===== src/bus_handover_map.vh =====
// Constants for the host bus handover block
`ifndef BUS_HANDOVER_MAP_VH
`define BUS_HANDOVER_MAP_VH
`define NUM_PROCS       6
`define ID_WIDTH        3
`define ID_SINGLE       3'h0
`define ACK_SEL_RESET   1'b0
`define DMA_CH_FIRST    7
`define DMA_CH_SECOND   8
`define DMA_REQ_WIDTH   2
`endif


===== src/pin_sync.v =====
// Two-flop synchroniser for a vector of pin inputs
`timescale 1ns/1ps
module pin_sync #(
  parameter WIDTH = 1
) (
  input  wire             clk,
  input  wire             arst_n,
  input  wire [WIDTH-1:0] async_in,
  output reg  [WIDTH-1:0] sync_out
);
  reg [WIDTH-1:0] meta_q;
  always @(posedge clk or negedge arst_n) begin
    if (!arst_n) begin
      meta_q   <= {WIDTH{1'b1}};
      sync_out <= {WIDTH{1'b1}};
    end else begin
      meta_q   <= async_in;
      sync_out <= meta_q;
    end
  end
endmodule


===== src/host_bus_handover.v =====
// Host bus handover, host access acknowledge and bus request pin control
//
// Overview of operation
// - Bus master releases bus, then grants host
// - Release tri-states address, data, selects, strobes
// - Host request beats every peer request
// - Grant held low until request withdrawn
// - Only bus master drives grant; others observe
// - Acknowledge low inserts host wait states
// - Acknowledge open-drain after reset; bit selects active
// - Acknowledge driven only with select and request
// - Drive own request line only, monitor others
`timescale 1ns/1ps
`include "bus_handover_map.vh"
module host_bus_handover #(
  parameter NPROC = `NUM_PROCS,
  parameter IDW   = `ID_WIDTH
) (
  // Clock and reset
  input  wire             CLK,
  input  wire             ARST_N,
  // Host request and grant, active low
  input  wire             HOST_BUS_REQUEST_N,
  input  wire             HOST_BUS_GRANT_N_IN,
  output reg              HOST_BUS_GRANT_N_OUT,
  output reg              HOST_BUS_GRANT_N_OE,
  // Host access, active low
  input  wire             CHIP_SELECT_N,
  input  wire             ACCESS_BUSY,
  output reg              HOST_ACCESS_ACK_OUT,
  output reg              HOST_ACCESS_ACK_OE,
  // Configuration from the system control register
  input  wire             ACK_ACTIVE_DRIVE_SEL,
  // Processor ID and bus request lines, active low
  input  wire [IDW-1:0]   PROCESSOR_ID_INPUTS,
  input  wire [NPROC-1:0] MP_BUS_REQUEST_N_IN,
  output reg  [NPROC-1:0] MP_BUS_REQUEST_N_OUT,
  output reg  [NPROC-1:0] MP_BUS_REQUEST_N_OE,
  // Core side: own need for the bus and mastership
  input  wire             CORE_BUS_NEED,
  input  wire             IS_BUS_MASTER,
  input  wire             BUS_CYCLE_IDLE,
  output reg              EXT_BUS_OE,
  output reg              HOST_OWNS_BUS,
  output reg              PEER_REQUEST_SEEN,
  output reg              OBSERVED_HOST_GRANT,
  // External DMA requests, active low, bit 0 channel 7, bit 1 channel 8
  input  wire [`DMA_REQ_WIDTH-1:0] EXT_DMA_REQUEST_N,
  output reg  [`DMA_REQ_WIDTH-1:0] DMA_CH_REQUEST
);

  // ****************************************************************
  // Pin synchronisers
  // ****************************************************************
  // All pin inputs pass two flops before any logic
  localparam SW = NPROC + `DMA_REQ_WIDTH + 3;
  wire [SW-1:0] pins_async = {HOST_BUS_REQUEST_N, CHIP_SELECT_N, HOST_BUS_GRANT_N_IN,
                              EXT_DMA_REQUEST_N, MP_BUS_REQUEST_N_IN};
  wire [SW-1:0] pins_sync;

  pin_sync #(.WIDTH(SW)) u_sync (
    .clk       (CLK),
    .arst_n    (ARST_N),
    .async_in  (pins_async),
    .sync_out  (pins_sync)
  );

  wire                      hbr_s  = ~pins_sync[SW-1];
  wire                      cs_s   = ~pins_sync[SW-2];
  wire                      hbg_s  = ~pins_sync[SW-3];
  wire [`DMA_REQ_WIDTH-1:0] dmar_s = ~pins_sync[NPROC +: `DMA_REQ_WIDTH];
  wire [NPROC-1:0]          br_s   = ~pins_sync[NPROC-1:0];

  // ****************************************************************
  // ID decode and strap capture
  // ****************************************************************
  function [NPROC-1:0] id_onehot;
    input [IDW-1:0] id;
    integer k;
    begin
      id_onehot = {NPROC{1'b0}};
      for (k = 0; k < NPROC; k = k + 1) begin
        if (id == k + 1)
          id_onehot[k] = 1'b1;
      end
    end
  endfunction

  // Straps resync here; the reset value selects no line
  wire [IDW-1:0] id_s;

  pin_sync #(.WIDTH(IDW)) u_id_sync (
    .clk      (CLK),
    .arst_n   (ARST_N),
    .async_in (PROCESSOR_ID_INPUTS),
    .sync_out (id_s)
  );

  reg [NPROC-1:0] own_line_q;
  always @(posedge CLK or negedge ARST_N) begin
    if (!ARST_N)
      own_line_q <= {NPROC{1'b0}};
    else
      own_line_q <= id_onehot(id_s);
  end

  // ****************************************************************
  // Handover state machine
  // ****************************************************************
  // Slave: another processor masters the bus
  localparam [3:0] S_OWN     = 4'h1;
  localparam [3:0] S_RELEASE = 4'h2;
  localparam [3:0] S_GRANT   = 4'h4;
  localparam [3:0] S_SLAVE   = 4'h8;

  reg [3:0] state_q;
  reg [3:0] state_d;

  // Grant only after the current bus cycle has ended
  always @* begin
    state_d = state_q;
    case (state_q)
      S_OWN: begin
        if (!IS_BUS_MASTER)
          state_d = S_SLAVE;
        else if (hbr_s)
          state_d = S_RELEASE;
      end
      S_RELEASE: begin
        if (!hbr_s)
          state_d = S_OWN;
        else if (BUS_CYCLE_IDLE)
          state_d = S_GRANT;
      end
      S_GRANT: begin
        // Grant held until the synchronised request drops
        if (!hbr_s)
          state_d = S_OWN;
      end
      S_SLAVE: begin
        if (IS_BUS_MASTER)
          state_d = S_OWN;
      end
      default: state_d = S_SLAVE;
    endcase
  end

  always @(posedge CLK or negedge ARST_N) begin
    if (!ARST_N)
      state_q <= S_SLAVE;
    else
      state_q <= state_d;
  end

  // ****************************************************************
  // Grant line and external bus drivers
  // ****************************************************************
  // Grant pad driven only while this device is master
  wire granting  = (state_d == S_GRANT);
  wire drive_bus = (state_d == S_OWN) & ~hbr_s & CORE_BUS_NEED;

  always @(posedge CLK or negedge ARST_N) begin
    if (!ARST_N) begin
      HOST_BUS_GRANT_N_OUT <= 1'b1;
      HOST_BUS_GRANT_N_OE  <= 1'b0;
      EXT_BUS_OE           <= 1'b0;
      HOST_OWNS_BUS        <= 1'b0;
      OBSERVED_HOST_GRANT  <= 1'b0;
    end else begin
      HOST_BUS_GRANT_N_OUT <= ~granting;
      HOST_BUS_GRANT_N_OE  <= IS_BUS_MASTER & (state_d != S_SLAVE);
      EXT_BUS_OE           <= drive_bus;
      HOST_OWNS_BUS        <= granting;
      OBSERVED_HOST_GRANT  <= hbg_s;
    end
  end

  // ****************************************************************
  // Host access acknowledge
  // ****************************************************************
  // Open-drain mode enables the pad only while pulling low
  wire ack_en    = cs_s & hbr_s;
  wire ack_level = ~ACCESS_BUSY;

  always @(posedge CLK or negedge ARST_N) begin
    if (!ARST_N) begin
      HOST_ACCESS_ACK_OUT <= 1'b0;
      HOST_ACCESS_ACK_OE  <= 1'b0;
    end else begin
      HOST_ACCESS_ACK_OUT <= ack_level;
      if (ACK_ACTIVE_DRIVE_SEL)
        HOST_ACCESS_ACK_OE <= ack_en;
      else
        HOST_ACCESS_ACK_OE <= ack_en & ~ack_level;
    end
  end

  // ****************************************************************
  // Bus request lines, peer status and DMA requests
  // ****************************************************************
  // A host request also withdraws the own peer request
  wire peer_req = |(br_s & ~own_line_q);
  wire own_req  = CORE_BUS_NEED & ~hbr_s;

  always @(posedge CLK or negedge ARST_N) begin
    if (!ARST_N) begin
      MP_BUS_REQUEST_N_OUT <= {NPROC{1'b1}};
      MP_BUS_REQUEST_N_OE  <= {NPROC{1'b0}};
      PEER_REQUEST_SEEN    <= 1'b0;
      DMA_CH_REQUEST       <= {`DMA_REQ_WIDTH{1'b0}};
    end else begin
      MP_BUS_REQUEST_N_OUT <= ~(own_line_q & {NPROC{own_req}});
      MP_BUS_REQUEST_N_OE  <= own_line_q;
      PEER_REQUEST_SEEN    <= peer_req & ~hbr_s;
      DMA_CH_REQUEST       <= dmar_s;
    end
  end

endmodule


===== config.mk =====
export PLATFORM = sky130hd
export DESIGN_NAME = host_bus_handover
export DESIGN_NICKNAME = d
export VERILOG_FILES = /design/src/pin_sync.v /design/src/host_bus_handover.v
export VERILOG_INCLUDE_DIRS = /design/src
export SDC_FILE = /design/constraint.sdc
export NUM_CORES = 1
export LEC_CHECK = 0
export ABC_AREA = 1
export BUFFER_PORTS_ARGS = -buffer_cell sky130_fd_sc_hd__buf_2
export CORE_ASPECT_RATIO = 1.5
export CORE_UTILIZATION = 54
export CTS_BUF_LIST = sky130_fd_sc_hd__clkbuf_8
export CTS_CLUSTER_DIAMETER = 50
export DETAILED_ROUTE_END_ITERATION = 6
export PLACE_DENSITY_LB_ADDON = 0.2
export SYNTH_ARGS = -nofsm -noshare
export SYNTH_HDL_FRONTEND = slang
export SYNTH_SLANG_ARGS = --single-unit

===== constraint.sdc =====
create_clock -name CLK -period 1.25 [get_ports CLK]
set_clock_uncertainty 0.1 [all_clocks]
set_input_delay 0.0625 -clock CLK [delete_from_list [all_inputs] [get_ports CLK]]
set_output_delay 0.0625 -clock CLK [all_outputs]
set_load 0.02 [all_outputs]

Word level (Yosys, flattened, before mapping):

Cells that the tools add are included.

* flip-flop bits (word level): 60
* bits of input ports: 21
* logic and storage cells: 63
* output and inout bits: 22

* equal/unequal tests: 13
* bitwise gates (word level): 18
* reductions and logical operators: 1
* multiplexer cells: 14

Operators with widths (number)
* two-way mux 4 bit: 6
* NOT 6 bit: 3
* one-hot mux 4 bit (4 select lines): 1
* bitwise AND 6 bit: 2
* == test 3 bit (second input constant): 3
* == test 4 x 1 -> 1 bit (second input constant): 2
* == test 4 x 3 -> 1 bit (second input constant): 2
* bitwise AND 1 bit: 7
* two-way mux 1 bit: 7
* == test 3 x 2 -> 1 bit (second input constant): 2
* OR reduction 6 bit: 1
* NOT 1 bit: 5
* == test 4 x 2 -> 1 bit (second input constant): 1
* == test 4 bit (second input constant): 1
* != test 4 bit (second input constant): 1
* == test 3 x 1 -> 1 bit (second input constant): 1
* NOT 2 bit: 1

Depth between registers and ports, before layout:

Gate-level depths: netlist of run 1.

* depth in word-level cells: 6
* mapped depth: 7

Modules after synthesis:

A second synthesis of run 1 with hierarchy kept.

* cells, all modules: 135
* area, all modules: 1884.3 µm²

By module, submodules not included
* host_bus_handover: sequential area each 810.8 µm², area each 1148.6 µm², cells an instance 107, instances 1
* pin_sync (u_sync): sequential area each 578.1 µm², area each 578.1 µm², cells an instance 22, instances 1
* pin_sync (u_id_sync): sequential area each 157.7 µm², area each 157.7 µm², cells an instance 6, instances 1

Worst setup path before layout of run 1:

No wires, ideal clock.

* path type: register -> register
* from: register state_q[3]
* to: register state_q[0]
* setup slack: 0.134 ns
* arrival time: 0.898 ns
* required time: 1.032 ns
* library setup time: 0.118 ns
* cell stages (with the launch flop): 8
* path buffers: 0
* clock period less this slack: 1.116 ns
* cells stage by stage: dfstp_2 > inv_1 > nand2_1 > nor2_1 > nand2_1 > nand2_1 > nor2_2 > inv_1

* longest elaborated chain between the ends: 2
* elaborated cells on any way between the ends: 5
* those cells by class: eq/ne: 4; mux: 1

RTL lines
* from (decl): RTL line host_bus_handover.v:116 `reg [3:0] state_q;`
* from (signal assigned): RTL line host_bus_handover.v:152 `state_q <= state_d;`
* == test 4 bit (tied with other cells): RTL line host_bus_handover.v:122 `case (state_q)`
* one-hot mux 4 bit (4 select lines) (*): RTL line host_bus_handover.v:122
* via state_d[0]: RTL line host_bus_handover.v:117 `reg [3:0] state_d;`

The timed path passes the listed nets; every way through them passes the cells marked *.

Worst setup path in the final report of run 1:

* from: register state_q[3]
* to: register HOST_BUS_GRANT_N_OE

* longest elaborated chain between the ends: 5
* elaborated cells on any way between the ends: 13
* those cells by class: eq/ne: 5; mux: 7; bitwise: 1

RTL lines
* two-way mux 4 bit, on equally long branches: RTL line host_bus_handover.v:132, host_bus_handover.v:126
* two-way mux 4 bit, on equally long branches: RTL line host_bus_handover.v:130, host_bus_handover.v:124
* one-hot mux 4 bit (4 select lines) (*): RTL line host_bus_handover.v:122
* != test 4 bit (*): RTL line host_bus_handover.v:171 `HOST_BUS_GRANT_N_OE <= IS_BUS_MASTER & (state_d != S_SLAVE);`
* bitwise AND 1 bit (*): RTL line host_bus_handover.v:171
* to (signal assigned): RTL line host_bus_handover.v:171
* to (decl): RTL line host_bus_handover.v:26 `output reg HOST_BUS_GRANT_N_OE,`

Every way passes the cells marked *; elsewhere a longest branch is shown, timed or not.

==> results of run 1 <==
power by group through the flow:
| stage | clock network [mW] | logic, mW | registers, mW |
|---|---|---|---|
| after global placement | 0 | 0.380 | 2.21 |
| after detailed placement | 0 | 0.413 | 2.22 |
| after floorplan | 0 | 0.198 | 2.26 |
| after global routing | 2.01 | 0.528 | 2.21 |
| final | 1.89 | 0.479 | 2.20 |
| after CTS | 1.93 | 0.461 | 2.19 |
critical path, stage by stage, from the launching register on:
cell and delay [ns]:
dfstp_2 0.58, nor2_1 0.09, nand2_1 0.11, nand2_2 0.07, o21a_1 0.16
what timing repair did:
item	in CTS	in global routing
hold endpoints to repair	81	0
hold buffers	20	0
resized for setup	0	3
endpoints found under the setup margin	0	6
registers in the layout (all words and copies together), names as in the netlist, 3 cells and up:
register,count
own_line_q,6
u_sync.sync_out,11
MP_BUS_REQUEST_N_OE,6
u_id_sync.meta_q,3
state_q,4
MP_BUS_REQUEST_N_OUT,6
u_id_sync.sync_out,3
u_sync.meta_q,11
kinds of logic (layout without fill, tap and decap cells):
kind of cell / count (synthesis) / count (layout) / share of synthesized area
simple gates: 54 / 54 / 0.130
compound gates: 4 / 4 / 0.0120
buf+inv: 18 / 97 / 0.0359
flops: 60 / 60 / 0.822
worst paths after layout:
path	start	slack, ns	to	cells past startpoint
setup / recovery	state_q[3]	0.02	HOST_BUS_GRANT_N_OE	4
hold reg to reg	u_sync.meta_q[4]	0.26	u_sync.sync_out[4]	0
max in group asynchronous	ARST_N	0.60	MP_BUS_REQUEST_N_OUT[2]	3
hold / removal	ARST_N	0.16	state_q[1]	3
setup reg to reg	state_q[3]	0.02	HOST_BUS_GRANT_N_OE	4
min in group CLK	u_sync.meta_q[4]	0.26	u_sync.sync_out[4]	0
layout by cell type (no fill, tap or decap), types with 2 or more instances in the layout:
| master | count |
|---|---|
| buf_2 | 42 |
| inv_1 | 17 |
| clkbuf_8 | 9 |
| nand3_1 | 5 |
| nor3_1 | 7 |
| inv_6 | 2 |
| dfstp_2 | 36 |
| o21ai_0 | 2 |
| nand2_2 | 4 |
| bufinv_16 | 2 |
| nor2_1 | 13 |
| dfrtp_1 | 24 |
| nor2_2 | 4 |
| nand2_1 | 18 |
| dlygate4sd3_1 | 20 |
routing by layer:
layer | vias to the layer above | track usage
met4 | 0 | 0.178
met5 | - | 0
met3 | 10 | 0.0798
met2 | 50 | 0.364
li1 | 564 | -
met1 | 593 | 0.183
metrics by stage:
step            util  cell area (µm²)  worst slack (ns)  hold slack, ns  std cells
2_1_floorplan      -             1880             0.134          -0.333        136
3_3_place_gp   0.671             2160             0.114         -0.0231        219
3_5_place_dp   0.671             2160            0.0387         -0.0174        219
4_1_cts        0.802             2580            0.0378           0.158        255
5_1_grt        0.804             2590           -0.0388           0.191        255
6_report       0.804             2590            0.0216           0.160        255
final cells by class:
type / count / share of cell area
clock buffers: 9 / 0.0478
clock inverters: 7 / 0.0382
repair buffers: 63 / 0.166
multi-input cells: 58 / 0.105
inverters: 18 / 0.0261
well taps: 40 / 0.0193
flip-flops and latches: 60 / 0.597
==> flow_summary.ini, run 1 <==
[cells_and_area]
drive_above_1_share = 0.488
ff_latch_area_um2 = 1550
fillers = 197
fin_nets = 231
multiInputGateArea_um2 = 273
antennaDiodeCount = 0
syn2layout_area_growth_pct = 37.6

[critical_path]
path_max_fanout = 5
crit_required_ns = 1.37
start_kind = flop
critPathKind = flop to flop
cp.arrival_ns = 1.35
endpoint_kind = flop

[die]
die_w_um = 50.2
start_util = 0.584
pin_count = 43
die_h_um = 74.3
std_cell_rows = 25
die-area_um2 = 3730
design.core.area_um2 = 3220

[timing]
period_share = 0.983
finalMaxSlewViolations = 0
period_needed_ns = 1.23
rsz0062_at_grt = yes
setup_tns_ns = 0
finalSetupViolations = 0
report.final.hold_viol_count = 0
worst_pin_slew_ns = 0.289
fmax_ghz = 0.814
slew_headroom = 0.808

[power]
pwr-share-comb = 0.105
power_density_nw_per_um2 = 1760
p_clk_frac = 0.415
p_int_mw = 3.43
switching_share = 0.248
pwr-share-seq = 0.481
power_mw = 4.57
switchingPower_mw = 1.14
p_leak_nw = 1.27
worst_ir_drop_vdd_mv = 1.84

[routing]
initialDrtViolationCount = 41
wl_met2_um = 1790
top_layer_used = met4
met1_length_um = 1100
vias_per_cell = 4.77
wl_met3_um = 205
num_vias = 1217
antenna_left = 0
first_pass_iters = 5
remaining_drc_errors = 0
wl_per_cell_um = 12.6
wl_um = 3210

[grt]
grt_max_degree = 61
overflow = 0
grt_pass1_vias = 1318
antenna_found_initial = 0
grt_pass1_wl_um = 5210
grt_usage = 0.209

[logic_synthesis]
syn-cell-area_um2 = 1880
yosysTopAreaCell = dfstp_2
synth.distinct_cells = 15
ys_top_cells_by_count = 36 x dfstp_2, 24 x dfrtp_1, 19 x nand2_1, 18 x inv_1, 14 x nor2_1
synth_edf_count = 0
async_reset_ff_frac = 1.00
yosys_warnings = 0
synth.avg_cell_area_um2 = 13.8
synth_area_leaders = dfstp_2 50%, dfrtp_1 32%, nand2_1 3.8%
seq_area_frac_synth = 0.822
synth-seq-cells = 60
yosys_most_used_dff = dfstp_2
yosysMostFrequentCell = dfstp_2
synthCells = 136
syn-num-nets = 157
synth_top_area_frac = 0.503

[job]
max_cap_viol_count = 0

[clock_network]
post_cts_buffers = 0
cts.sinks = 60
htreeDepth = 3
numCtsBuffers = 9
cts_buffer_depth = 2
root_buffer = clkbuf_8
cts_tree = built
clk_pin_slew_ns = 0.07
worstSkewPairLatency_ns = 0.33

[placed_design]
place.port_buffers = 42
dp_hpwl_um = 2010
finalWeightedCongestion = 0.835

[hold_path]
min_path_type = input pin to async pin

[status]
status = completed
No activity file was read; power rests on OpenSTA's default activity.
==> run 2: changes to the inputs <==
--- a/config.mk
+++ b/config.mk
@@ -9,11 +9,13 @@
 export ABC_AREA = 1
 export BUFFER_PORTS_ARGS = -buffer_cell sky130_fd_sc_hd__buf_2
 export CORE_ASPECT_RATIO = 1.5
+export CORE_MARGIN = 2
 export CORE_UTILIZATION = 54
 export CTS_BUF_LIST = sky130_fd_sc_hd__clkbuf_8
 export CTS_CLUSTER_DIAMETER = 50
 export DETAILED_ROUTE_END_ITERATION = 6
 export PLACE_DENSITY_LB_ADDON = 0.2
+export SETUP_SLACK_MARGIN = 0.5
 export SYNTH_ARGS = -nofsm -noshare
 export SYNTH_HDL_FRONTEND = slang
 export SYNTH_SLANG_ARGS = --single-unit
==> flow_summary.ini, run 2 (synthesized netlist as in run 1, its figures left out) <==
[status]
status = finished, violations left
violations = negative hold slack, negative setup slack

[die]
pin_count = 43
die-area_um2 = 3980
start_util = 0.556
std_cell_rows = 26
die_h_um = 76.3
die_w_um = 52.2
design.core.area_um2 = 3380

[cells_and_area]
final_common_cell = dfstp_2
final_cell_mix = 36 x dfstp_2, 28 x buf_6, 23 x dfrtp_1
fin_nets = 235
syn2layout_area_growth_pct = 57.9
antennaDiodeCount = 0
postLayoutCoreUtil = 0.878
fillers = 140
multiInputGateArea_um2 = 425
drive_above_1_share = 0.662
ff_latch_area_um2 = 1550
reg_top3 = u_sync.meta_q (11), u_sync.sync_out (11)
finalInstanceArea_um2 = 2970

[hold_path]
min_path_type = input pin to flop

[clock_network]
clk_pin_slew_ns = 0.06
cts_tree = built
cts_buffer_depth = 2
worstSkewPairLatency_ns = 0.34
htreeDepth = 3
root_buffer = clkbuf_8
postCtsHoldBufs = 16
numCtsBuffers = 9
cts.sinks = 60

[power]
power_density_nw_per_um2 = 1720
worst_ir_drop_vdd_mv = 1.54
p_leak_nw = 1.43

[timing]
fmax_ghz = 0.771
period_needed_ns = 1.30
slew_headroom = 0.804
setup_ws_ns = -0.0465
worst_pin_slew_ns = 0.294
period_share = 1.04
report.final.hold_viol_count = 11
rsz0062_at_grt = yes
finalSetupViolations = 4
timing.hold.ws_ns = -0.0613
finalMaxSlewViolations = 0

[grt]
antenna_found_initial = 0
grt_max_degree = 61
grt_pass1_wl_um = 6060
grt_usage = 0.225
overflow = 0
grt_pass1_vias = 1291

[routing]
wl_um = 4560
first_pass_iters = 4
initialDrtViolationCount = 44
wl_per_cell_um = 17.5
antenna_left = 0
vias_per_cell = 5.16
num_vias = 1348
remaining_drc_errors = 0

[critical_path]
critPathKind = flop to flop
endpoint = state_q[0]
crit_required_ns = 1.37
endpoint_kind = flop
ff2ff_path_depth = 7
cp.arrival_ns = 1.41
path_max_fanout = 5
start_kind = flop
startpoint = state_q[3]
reg2reg_from = state_q[3]
rrSetupSlack_ns = -0.05
r2r-end = state_q[0]

[job]
max_cap_viol_count = 0

[placed_design]
pre_cts_ws_ns = 0.0201
dp_hpwl_um = 1990
place.port_buffers = 42
place_area_um2 = 2170
finalWeightedCongestion = 0.700
run 2: layer usage:
metal  vias up  GRT usage  wire [µm]
li1        576          -          -
met1       682      0.237       1500
met2        72      0.386       2590
met3        18     0.0941        287
met4         0     0.0872        182
met5         -          0          0
run 2: how the worst min path moves through the flow:
stage                     slack [ns]  depth (start not counted)     startpoint                   to
after global routing           -0.06                          2  IS_BUS_MASTER  HOST_BUS_GRANT_N_OE
after CTS                      -0.10                          3  CORE_BUS_NEED           EXT_BUS_OE
final                          -0.06                          3  CORE_BUS_NEED           EXT_BUS_OE
after detailed placement       -0.02                          2         ARST_N           state_q[1]
after global placement         -0.02                          2         ARST_N           state_q[1]
after floorplan                -0.33                          0         ARST_N    DMA_CH_REQUEST[0]
run 2: final cells by class:
class	count	area share
flip-flops and latches	60	0.521
multi-input cells	58	0.143
repair buffers	67	0.205
inverters	18	0.0286
clock buffers	11	0.0509
clock inverters	5	0.0333
well taps	42	0.0177
run 2: repair_timing:
| item | in CTS | in global routing |
|---|---|---|
| endpoints found under the setup margin | 45 | 47 |
| hold endpoints to repair | 87 | 12 |
| pin swaps | 8 | 9 |
| setup buffers | 6 | 2 |
| resized for setup | 71 | 31 |
run 2: power by group:
group	switching, mW	internal, mW
combinational	0.412	0.301
sequential	0.119	2.12
clock	0.723	1.42
total	1.25	3.84
run 2: per-stage QoR:
stage	cells	power [mW]	hold WS (ns)	setup TNS, ns
global route	261	5.27	-0.0633	-0.299
floorplan	136	2.46	-0.333	0
CTS	259	4.93	-0.102	0
global placement	221	2.60	-0.0211	0
finish	261	5.10	-0.0613	-0.0933
detailed placement	221	2.65	-0.0182	0
run 2: worst max-delay path, stage by stage (launching register included):
cell and delay (ns):
dfstp_2 0.59, inv_2 0.05, nand2_2 0.07, nor2_2 0.05, nand2_1 0.06, nand2_1 0.07
nor2_2 0.13, inv_1 0.07
